File: config.mk
export PLATFORM = sky130hd
export DESIGN_NAME = program_status_word_flags
export DESIGN_NICKNAME = d
export VERILOG_FILES = /design/src/verilog/status_word_pkg.sv /design/src/verilog/program_status_word_flags.sv
export SDC_FILE = /design/constraint.sdc
export NUM_CORES = 1
export LEC_CHECK = 0
export BUFFER_PORTS_ARGS = -buffer_cell sky130_fd_sc_hd__buf_2
export CAP_MARGIN = 20
export CELL_PAD_IN_SITES_DETAIL_PLACEMENT = 0
export CELL_PAD_IN_SITES_GLOBAL_PLACEMENT = 1
export CORE_UTILIZATION = 27
export DETAILED_ROUTE_END_ITERATION = 16
export PLACE_DENSITY_LB_ADDON = 0.12
export SETUP_SLACK_MARGIN = 0.1
export SLEW_MARGIN = 20
export SYNTH_ARGS = -nofsm -noshare
export SYNTH_HDL_FRONTEND = slang
export SYNTH_SLANG_ARGS = --single-unit
File: constraint.sdc
create_clock -name clk_sys_i -period 1.3 [get_ports clk_sys_i]
set_input_delay 0.325 -clock clk_sys_i [delete_from_list [all_inputs] [get_ports clk_sys_i]]
set_output_delay 0.325 -clock clk_sys_i [all_outputs]
set_load 0.005 [all_outputs]
File: src/verilog/status_word_pkg.sv
// Constants and carriers for the program status word block
// Contract
// - Nibble carry is set by a carry into or borrow from the high nibble.
// - Arithmetic with no nibble carry or borrow clears that flag.
// - Bits 5 and 1 are software flags that no hardware operation alters.
// - Bits 4 and 3 select the bank at 0x00, 0x08, 0x10 or 0x18.
// - Carry flag at bit 7 is set by an add carry or subtract borrow.
// - Overflowing mul or div sets overflow; other arithmetic clears it.
package status_word_pkg;

	localparam logic [7:0] STATUS_WORD_ADDR  = 8'hd0;
	localparam logic [7:0] STATUS_WORD_RESET = 8'h00;
	localparam int         CARRY_BIT         = 7;
	localparam int         NIBBLE_BIT        = 6;
	localparam int         USER_A_BIT        = 5;
	localparam int         BANK_HI_BIT       = 4;
	localparam int         BANK_LO_BIT       = 3;
	localparam int         OVERFLOW_BIT      = 2;
	localparam int         USER_B_BIT        = 1;
	localparam int         PARITY_BIT        = 0;
	localparam int         BANK_SHIFT        = 3;
	localparam logic [7:0] BANK_SIZE         = 8'h08;

	// Flag update request from the ALU, one-cycle pulse when valid
	typedef struct packed {
		logic valid;
		logic carry;
		logic nibble_carry;
		logic overflow;
	} alu_flags_s;

	// Software access to the special function register space
	typedef struct packed {
		logic       wr_en;
		logic       bit_wr_en;
		logic [7:0] addr;
		logic [2:0] bit_sel;
		logic [7:0] wdata;
		logic       bit_value;
	} sfr_req_s;

	typedef struct packed {
		logic [7:0] word;
		logic [7:0] rdata;
		logic [7:0] bank_base;
	} state_s;

endpackage

File: src/verilog/program_status_word_flags.sv
// Program status word with ALU flag update and bank select
`timescale 1ns/1ps
module program_status_word_flags (
	input  wire logic                       clk_sys_i,
	input  wire logic                       rst_n_i,
	input  wire status_word_pkg::alu_flags_s alu_flags_i,
	input  wire status_word_pkg::sfr_req_s   sfr_req_i,
	input  wire logic [7:0]                  accumulator_i,
	output logic [7:0]                       status_word_o,
	output logic [7:0]                       sfr_rdata_o,
	output logic                             carry_flag_o,
	output logic                             nibble_carry_flag_o,
	output logic                             overflow_flag_o,
	output logic [1:0]                       bank_select_o,
	output logic [7:0]                       bank_base_o
);

	status_word_pkg::state_s state_reg;
	status_word_pkg::state_s state_next;

	function automatic logic [7:0] bank_base(input logic [1:0] sel);
		bank_base = 8'(sel) * status_word_pkg::BANK_SIZE;
	endfunction

	function automatic logic [1:0] bank_of(input logic [7:0] w);
		bank_of = {w[status_word_pkg::BANK_HI_BIT],
			w[status_word_pkg::BANK_LO_BIT]};
	endfunction

	logic hit;
	logic sw_write;
	assign hit      = sfr_req_i.addr == status_word_pkg::STATUS_WORD_ADDR;
	assign sw_write = hit && (sfr_req_i.wr_en || sfr_req_i.bit_wr_en);

	// Byte write replaces the word; a bit write touches one position
	function automatic logic [7:0] sw_merge(
		input logic [7:0]                w,
		input status_word_pkg::sfr_req_s req
	);
		sw_merge = w;
		if (req.wr_en) begin
			sw_merge = req.wdata;
		end else if (req.bit_wr_en) begin
			sw_merge[req.bit_sel] = req.bit_value;
		end
	endfunction

	// Only the three arithmetic flags follow the ALU
	function automatic logic [7:0] alu_merge(
		input logic [7:0]                  w,
		input status_word_pkg::alu_flags_s f
	);
		alu_merge = w;
		alu_merge[status_word_pkg::CARRY_BIT]    = f.carry;
		alu_merge[status_word_pkg::NIBBLE_BIT]   = f.nibble_carry;
		alu_merge[status_word_pkg::OVERFLOW_BIT] = f.overflow;
	endfunction

	always_comb begin
		logic [7:0] w;
		w = state_reg.word;
		// Software goes first so a same-cycle ALU update wins its flags
		if (hit) begin
			w = sw_merge(w, sfr_req_i);
		end
		if (alu_flags_i.valid) begin
			w = alu_merge(w, alu_flags_i);
		end
		// Read-only parity overrides any write to bit 0
		w[status_word_pkg::PARITY_BIT] = ^accumulator_i;
		state_next.word      = w;
		state_next.rdata     = w;
		state_next.bank_base = bank_base(bank_of(w));
	end

	always_ff @(posedge clk_sys_i or negedge rst_n_i) begin
		if (!rst_n_i) begin
			state_reg.word      <= status_word_pkg::STATUS_WORD_RESET;
			state_reg.rdata     <= status_word_pkg::STATUS_WORD_RESET;
			state_reg.bank_base <= '0;
		end else begin
			state_reg <= state_next;
		end
	end

	always_comb begin
		status_word_o       = state_reg.word;
		sfr_rdata_o         = state_reg.rdata;
		carry_flag_o        = state_reg.word[status_word_pkg::CARRY_BIT];
		nibble_carry_flag_o = state_reg.word[status_word_pkg::NIBBLE_BIT];
		overflow_flag_o     = state_reg.word[status_word_pkg::OVERFLOW_BIT];
		bank_select_o       = bank_of(state_reg.word);
		bank_base_o         = state_reg.bank_base;
	end

	nibble_flag_a: assert property (@(posedge clk_sys_i)
		disable iff (!rst_n_i)
		alu_flags_i.valid |=>
		nibble_carry_flag_o == $past(alu_flags_i.nibble_carry))
		else $error("nibble carry flag mismatch");

	nibble_set_a: assert property (@(posedge clk_sys_i)
		disable iff (!rst_n_i)
		alu_flags_i.valid && alu_flags_i.nibble_carry |=>
		nibble_carry_flag_o)
		else $error("nibble carry not set");

	nibble_hold_a: assert property (@(posedge clk_sys_i)
		disable iff (!rst_n_i)
		!alu_flags_i.valid && !sw_write |=>
		$stable(nibble_carry_flag_o))
		else $error("nibble carry changed without cause");

	nibble_clear_a: assert property (@(posedge clk_sys_i)
		disable iff (!rst_n_i)
		alu_flags_i.valid && !alu_flags_i.nibble_carry |=>
		!nibble_carry_flag_o)
		else $error("nibble carry not cleared");

	user_flags_a: assert property (@(posedge clk_sys_i)
		disable iff (!rst_n_i)
		!sw_write |=>
		$stable({status_word_o[status_word_pkg::USER_A_BIT],
			status_word_o[status_word_pkg::USER_B_BIT]}))
		else $error("user flag changed by hardware");

	user_byte_a: assert property (@(posedge clk_sys_i)
		disable iff (!rst_n_i)
		hit && sfr_req_i.wr_en |=>
		status_word_o[status_word_pkg::USER_A_BIT] ==
		$past(sfr_req_i.wdata[status_word_pkg::USER_A_BIT]) &&
		status_word_o[status_word_pkg::USER_B_BIT] ==
		$past(sfr_req_i.wdata[status_word_pkg::USER_B_BIT]))
		else $error("user flags not taken from byte write");

	user_a_write_a: assert property (@(posedge clk_sys_i)
		disable iff (!rst_n_i)
		sw_write && !sfr_req_i.wr_en &&
		sfr_req_i.bit_sel == 3'(status_word_pkg::USER_A_BIT) |=>
		status_word_o[status_word_pkg::USER_A_BIT] ==
		$past(sfr_req_i.bit_value))
		else $error("user flag a bit write lost");

	user_b_write_a: assert property (@(posedge clk_sys_i)
		disable iff (!rst_n_i)
		sw_write && !sfr_req_i.wr_en &&
		sfr_req_i.bit_sel == 3'(status_word_pkg::USER_B_BIT) |=>
		status_word_o[status_word_pkg::USER_B_BIT] ==
		$past(sfr_req_i.bit_value))
		else $error("user flag b bit write lost");

	rdata_word_a: assert property (@(posedge clk_sys_i)
		disable iff (!rst_n_i)
		1'b1 |->
		sfr_rdata_o == status_word_o)
		else $error("read data differs from word");

	bank_base_a: assert property (@(posedge clk_sys_i)
		disable iff (!rst_n_i)
		1'b1 |->
		bank_base_o == 8'(bank_select_o) << status_word_pkg::BANK_SHIFT)
		else $error("bank base mismatch");

	bank_write_a: assert property (@(posedge clk_sys_i)
		disable iff (!rst_n_i)
		hit && sfr_req_i.wr_en |=>
		bank_select_o ==
		$past({sfr_req_i.wdata[status_word_pkg::BANK_HI_BIT],
			sfr_req_i.wdata[status_word_pkg::BANK_LO_BIT]}))
		else $error("bank select not taken from byte write");

	bank_hold_a: assert property (@(posedge clk_sys_i)
		disable iff (!rst_n_i)
		!sw_write |=>
		$stable(bank_select_o))
		else $error("bank select changed by hardware");

	overflow_set_a: assert property (@(posedge clk_sys_i)
		disable iff (!rst_n_i)
		alu_flags_i.valid && alu_flags_i.overflow |=>
		overflow_flag_o)
		else $error("overflow not set");

	overflow_flag_a: assert property (@(posedge clk_sys_i)
		disable iff (!rst_n_i)
		alu_flags_i.valid |=>
		overflow_flag_o == $past(alu_flags_i.overflow))
		else $error("overflow flag mismatch");

	overflow_clr_a: assert property (@(posedge clk_sys_i)
		disable iff (!rst_n_i)
		alu_flags_i.valid && !alu_flags_i.overflow |=>
		!overflow_flag_o)
		else $error("overflow not cleared");

	overflow_hold_a: assert property (@(posedge clk_sys_i)
		disable iff (!rst_n_i)
		!alu_flags_i.valid && !sw_write |=>
		$stable(overflow_flag_o))
		else $error("overflow changed without cause");

	carry_flag_a: assert property (@(posedge clk_sys_i)
		disable iff (!rst_n_i)
		alu_flags_i.valid |=>
		carry_flag_o == $past(alu_flags_i.carry))
		else $error("carry flag mismatch");

	carry_hold_a: assert property (@(posedge clk_sys_i)
		disable iff (!rst_n_i)
		!alu_flags_i.valid && !sw_write |=>
		$stable(carry_flag_o))
		else $error("carry changed without cause");

	carry_write_a: assert property (@(posedge clk_sys_i)
		disable iff (!rst_n_i)
		hit && sfr_req_i.wr_en && !alu_flags_i.valid |=>
		carry_flag_o == $past(sfr_req_i.wdata[status_word_pkg::CARRY_BIT]))
		else $error("carry not taken from byte write");

	parity_bit_a: assert property (@(posedge clk_sys_i)
		disable iff (!rst_n_i)
		1'b1 |=>
		status_word_o[status_word_pkg::PARITY_BIT] == ^$past(accumulator_i))
		else $error("parity mismatch");

	parity_write_a: assert property (@(posedge clk_sys_i)
		disable iff (!rst_n_i)
		sw_write |=>
		status_word_o[status_word_pkg::PARITY_BIT] == ^$past(accumulator_i))
		else $error("parity bit taken from software");

endmodule

==> key figures, run 1 <==
Drt
  – Wire per inst: 10.7 um
  – Iteration-0 DRC Markers: 17
  – Via Count: 824
  – DRT Wirelength: 1960 um
  – Antenna viol nets, final: 0
  – Residual DRC: 0
  – Vias per inst: 4.50
  – Drt first pass iters: 4

Run status
  – Failing checks: setup timing
  – Status: complete, but fails checks

Floorplan
  – Rows: 19
  – Die Height: 55.6 um
  – Die ar.: 3090 um2
  – Num ports: 65
  – Core Footprint: 2730 um2
  – Die X-Extent: 55.6 um
  – Initial Util: 28.4%

Clock network
  – CTS sink count: 8
  – CTS tree: done
  – Longest Clk Path Bufs: 2
  – Root Driver: clkbuf_4
  – H-tree Lvls: 1
  – Clk slew on worst S/H paths: 0.06 ns
  – Skew-Pair Late Insertion Delay: 0.26 ns
  – CTS buffer count: 3

GRT
  – Largest net degree at the start of global routing: 9
  – GRT Total Usage: 12.7%
  – First-pass GRT wire length: 3080 um
  – Initial antenna violation count: 0
  – Remaining global-route overflow: 0
  – Vias in the first global route: 722

Timing
  – RSZ-0062 raised after global routing: yes
  – Fmax: 619 MHz
  – Max-slew violations: 0
  – Worst Skew: 0 ns
  – Fin crit period: 1.62 ns
  – Period utilisation layout: 124%
  – Final setup fails: 7
  – Min Hold Slack: 0.293 ns
  – Final hold violations: 0
  – Final setup margin: -0.316 ns

Critical path
  – Critical path capture point type: register
  – CP Class: primary input to register
  – Crit path max fanout: 6
  – CP arrival: 1.77 ns
  – Startpoint Class: primary input
  – CP required: 1.45 ns

Synthesis
  – Yosys Warn Count: 0
  – Synth cell count leaders: 21 x buf_4, 12 x nand2_1, 8 x dfrtp_1
  – Flop and latch count out of synthesis: 8
  – Top cell type's share of synthesized area: 25.8%
  – Post-synth EDFFs: 0
  – Leading cell type by number of instances after synthesis: buf_4
  – Area leader, netlist: dfrtp_1
  – Syn avg cell area: 8.17 um2
  – Synthesized area: 776 um2
  – Fraction of registers with async set/reset: 100%
  – Count of cell types in the netlist: 30
  – Main flop type after synthesis: dfrtp_1
  – Seq/Total Area, Yosys: 25.8%
  – Synth top area cells: dfrtp_1 26%, buf_4 20%, xnor2_1 6.8%
  – Cells after Synth: 95

Place
  – PortBufs: 57
  – Placer's final routability congestion estimate: 0.787
  – Final HPWL DP: 1590 um
  – Placed cells: 177

Final layout
  – Fillers: 278
  – Share of cells above drive strength 1: 55.3%
  – Post-Layout Cell Count: 183
  – Ant diodes: 0
  – Final net count: 190
  – Area growth, synth to finish: 44.2%

Pwr
  – Internal power consumption: 0.539 mW
  – Seq pwr share: 38.1%
  – Pwr Density: 687 nW/um2
  – Net Sw Frac: 29.9%
  – Clock share of power: 26.0%
  – Tot Pwr: 0.768 mW
  – Combinational share of power: 35.9%
  – Leak: 0.556 nW
  – Sw power: 0.230 mW
  – Worst vdd ir: 0.000480 V

Job
  – Max Cap Viol: 0

Worst hold path
  – Hold Path Class: primary input to register
-- power groups by stage --
stage	registers, mW	clock network (mW)	logic, mW
6_report	0.293	0.200	0.275
4_1_cts	0.294	0.205	0.276
3_5_place_dp	0.298	0	0.265
5_1_grt	0.296	0.214	0.306
2_1_floorplan	0.302	0	0.166
3_3_place_gp	0.296	0	0.266
-- placed cells by master, fill, tap and decap left out, drive strengths merged, types with 2 or more instances in the layout --
cell	instances
buf	71
nand2	12
dfrtp	8
xnor2	6
conb	6
inv	5
o21ai	5
a21oi	5
nand3b	4
nand3	3
clkbuf	3
nor2	3
mux2	2
a31oi	2
a32oi	2
-- worst max-delay path: stages --
cell	delay [ns]
buf_6	0.09
or4_4	0.52
or3_4	0.38
buf_4	0.18
a211o_1	0.28
-- sequential cells by signal, indices dropped and copies added, names as in the netlist --
name / cells
sfr_rdata_o: 7
bank_base_o: 1
-- cell families after synthesis --
logic type	count (synthesis)	synth area share [%]
buf+inv	28	25.6
other cells	1	0.483
mux	2	2.90
compound gates	18	15.6
simple gates	31	21.6
flops	8	25.8
xor+xnor	7	7.90
-- stage by stage --
| step | utilization (%) | worst slack [ns] | cell area, um2 | setup TNS [ns] |
|---|---|---|---|---|
| 6_report | 40.9 | -0.316 | 1120 | -1.76 |
| 5_1_grt | 40.9 | -0.343 | 1120 | -1.99 |
| 4_1_cts | 40.3 | -0.313 | 1100 | -1.53 |
| 3_5_place_dp | 37.6 | -0.664 | 1030 | -3.78 |
| 3_3_place_gp | 37.6 | -0.643 | 1030 | -3.73 |
| 2_1_floorplan | - | -0.548 | 795 | -2.22 |
-- layer usage --
| layer | up-vias | global-route usage (%) | share of wire (%) |
|---|---|---|---|
| met1 | 374 | 17.3 | 47 |
| met3 | 2 | 1.86 | 5.5 |
| met5 | - | 0 | 0 |
| li1 | 416 | - | - |
| met2 | 32 | 19.1 | 46 |
| met4 | 0 | 7.50 | 0.97 |
-- worst paths after layout --
| path | end | slack (ns) | cells past startpoint | from |
|---|---|---|---|---|
| setup reg to reg | sfr_rdata_o[4]$_DFFE_PN0P_ | 0.39 | 3 | sfr_rdata_o[4]$_DFFE_PN0P_ |
| max in group asynchronous | sfr_rdata_o[6]$_DFFE_PN0P_ | 0.67 | 2 | rst_n_i |
| hold / removal | sfr_rdata_o[2]$_DFFE_PN0P_ | 0.29 | 3 | alu_flags_i[0] |
| hold reg to reg | sfr_rdata_o[1]$_DFFE_PN0P_ | 0.53 | 1 | sfr_rdata_o[1]$_DFFE_PN0P_ |
| min in group asynchronous | sfr_rdata_o[5]$_DFFE_PN0P_ | 0.44 | 2 | rst_n_i |
| setup / recovery | sfr_rdata_o[4]$_DFFE_PN0P_ | -0.32 | 5 | sfr_req_i[13] |
-- timing repair --
| action | in CTS | in global routing |
|---|---|---|
| pin swaps | 3 | 2 |
| buffers inserted | 1 | 1 |
| hold buffers | 1 | 0 |
| gates resized for setup | 8 | 3 |
| hold endpoints to repair | 8 | 0 |
| setup endpoints to repair | 7 | 7 |
| cloned | 0 | 0 |
-- cell type report --
cell class	count	area (um2)	area share, %
Clock buffer	3	22.5	2.01
Inverter	5	18.8	1.68
Multi-Input combinational cell	64	424	37.9
Sequential cell	8	200	17.9
Tap cell	31	38.8	3.47
Timing Repair Buffer	72	414	37.0
No activity file was read; power rests on OpenSTA's default activity.
==> run 2, diff against run 1 <==
Settings changed: ABC_AREA set to 1.
==> run 2 against run 1 <==
Against the previous run: the flow finishes with violations (DRC); power shrank 4.3%; clock skew unchanged; critical path type is now register to primary output; synthesized area is 11% higher.
==> key figures, run 2 <==
Run status
  – Status: complete, but fails checks
  – Failing checks: DRC

Final layout
  – Share of cells above drive strength 1: 39.9%
  – Post-Layout Cell Count: 217
  – Ant diodes: 0
  – Most common cell after layout, fill and taps aside: buf_2
  – Most frequent cells in the layout: 57 x buf_2, 33 x nand2_1, 16 x inv_1
  – Fillers: 347
  – Max reg flops: 7
  – Final net count: 211
  – Cell area after layout: 1100 um2
  – Area growth, synth to finish: 27.7%

Timing
  – Final setup fails: 0
  – Fin crit period: 1.11 ns
  – Period utilisation layout: 85.5%
  – RSZ-0062 raised after global routing: no
  – Fmax: 899 MHz
  – Min Hold Slack: 0.347 ns
  – Max-slew violations: 0
  – Final setup margin: 0.188 ns
  – Worst Skew: 0 ns
  – Fin Setup TNS: 0 ns
  – Final hold violations: 0

Drt
  – Vias per inst: 3.87
  – Via Count: 839
  – DRT Wirelength: 1740 um
  – Iteration-0 DRC Markers: 21
  – Residual DRC: 1
  – Drt first pass iters: 10
  – Antenna viol nets, final: 0
  – Wire per inst: 8.02 um

Clock network
  – Clk slew on worst S/H paths: 0.06 ns
  – Longest Clk Path Bufs: 2
  – PostCTS Resize Cnt: 0
  – CTS sink count: 8
  – Post-CTS Hold Fix Bufs: 1
  – CTS tree: done
  – CTS buffer count: 3
  – Root Driver: clkbuf_4
  – Skew-Pair Late Insertion Delay: 0.25 ns
  – H-tree Lvls: 1
  – Post-CTS setup buffers: 0

Place
  – Placed Area: 1060 um2
  – Post-Place Setup Slack: 0.0213 ns
  – Final HPWL DP: 1560 um
  – Placer's final routability congestion estimate: 0.725
  – Placed cells: 213
  – PortBufs: 57

Critical path
  – Critical path capture point type: primary output
  – CP Class: register to primary output
  – Startpoint Class: register
  – Delay-heaviest family, CP: flip-flops
  – CP cell instances: buf_2
  – Reg2Reg Launch Point: bank_base_o[3]$_DFFE_PN0P_
  – CP arrival: 0.79 ns
  – Worst Setup SP: sfr_rdata_o[2]$_DFFE_PN0P_
  – Critical path's slowest cell: dfrtp_1
  – Crit path max fanout: 4
  – Buffers plus inverters on the worst setup path: 1
  – CP required: 0.98 ns
  – Critical path's largest stage delay: 0.40 ns

Synthesis
  – Syn avg cell area: 6.76 um2
  – Count of cell types in the netlist: 18
  – Area leader, netlist: dfrtp_1
  – Cells after Synth: 127
  – Post-synth EDFFs: 0
  – Fraction of registers with async set/reset: 100%
  – Synth cell count leaders: 33 x nand2_1, 21 x buf_4, 16 x inv_1
  – Top cell type's share of synthesized area: 23.3%
  – Synthesized area: 858 um2
  – Main flop type after synthesis: dfrtp_1
  – Yosys Warn Count: 0
  – Flop and latch count out of synthesis: 8
  – Seq/Total Area, Yosys: 23.3%
  – Leading cell type by number of instances after synthesis: nand2_1
  – Synth top area cells: dfrtp_1 23%, buf_4 18%, nand2_1 14%

Worst hold path
  – Hold Path Class: primary input to register
  – HP Start: alu_flags_i[0]

GRT
  – Initial antenna violation count: 0
  – GRT Total Usage: 10.2%
  – Largest net degree at the start of global routing: 11
  – Remaining global-route overflow: 0
  – Met3 Resource Use GR: 2.64%
  – Grt met1 use: 11.8%
  – Vias in the first global route: 709
  – GR peak layer: met2
  – First-pass GRT wire length: 2730 um
  – Met2 GRT Util: 19.0%

Floorplan
  – Rows: 20
  – Die Height: 58.4 um
  – Die ar.: 3410 um2
  – Core Footprint: 3030 um2
  – Initial Util: 28.3%
  – Num ports: 65
  – Die X-Extent: 58.4 um

Pwr
  – Worst vdd ir: 0.000265 V
  – Pwr Density: 671 nW/um2
  – Leak: 0.685 nW

Job
  – Max Cap Viol: 0
==> run 2: layout make-up <==
class                      count  area [um2]  area share [%]
timing repair buffer          60         310            28.3
tap                           44        55.1            5.02
sequential                     8         200            18.3
inverter                      16        60.1            5.48
multi-input combinational     86         448            40.9
clock buffer                   3        22.5            2.05
==> run 2: final timing paths <==
| kind | endpoint | slack, ns | cells past startpoint |
|---|---|---|---|
| max in group asynchronous | sfr_rdata_o[0]$_DFF_PN0_ | 0.68 | 2 |
| max reg2reg | bank_base_o[3]$_DFFE_PN0P_ | 0.64 | 2 |
| min in group asynchronous | sfr_rdata_o[5]$_DFFE_PN0P_ | 0.45 | 2 |
| min | sfr_rdata_o[2]$_DFFE_PN0P_ | 0.35 | 5 |
| min reg2reg | sfr_rdata_o[6]$_DFFE_PN0P_ | 0.50 | 2 |
| max | sfr_rdata_o[2] | 0.19 | 1 |
==> run 2: layer usage <==
layer | vias to the layer above | wire, um
met2 | 28 | 842
met1 | 351 | 804
li1 | 460 | -
met4 | 0 | 0
met3 | 0 | 92
met5 | - | 0
==> run 2: metrics by stage <==
stage	util, %	total power, mW
2_1_floorplan	-	0.481
3_3_place_gp	35.1	0.549
3_5_place_dp	35.1	0.552
4_1_cts	36.2	0.750
5_1_grt	36.2	0.802
6_report	36.2	0.735
==> run 2: cell families (layout without fill, tap and decap cells) <==
kind of cell              Yosys count  in the layout  share of synthesized area (%)
other                               1              6                          0.437
xor gates and xnor gates            6              6                           6.12
AOI/OAI and AO/OA                   9              9                           6.12
and+or+nand+nor                    65             65                           37.3
buffers and inverters              38             79                           26.7
DFF                                 8              8                           23.3
==> run 2: power breakdown <==
group,switching [mW],internal [mW]
Sequential,0.0143,0.272
Combinational,0.129,0.130
Clock,0.0841,0.106
==> run 2: worst register-to-register path, delay by kind of cell, from the launching register on <==
kind            cells  cell delay [ns]
compound gates      1             0.07
flops               1             0.40
simple gates        1             0.07
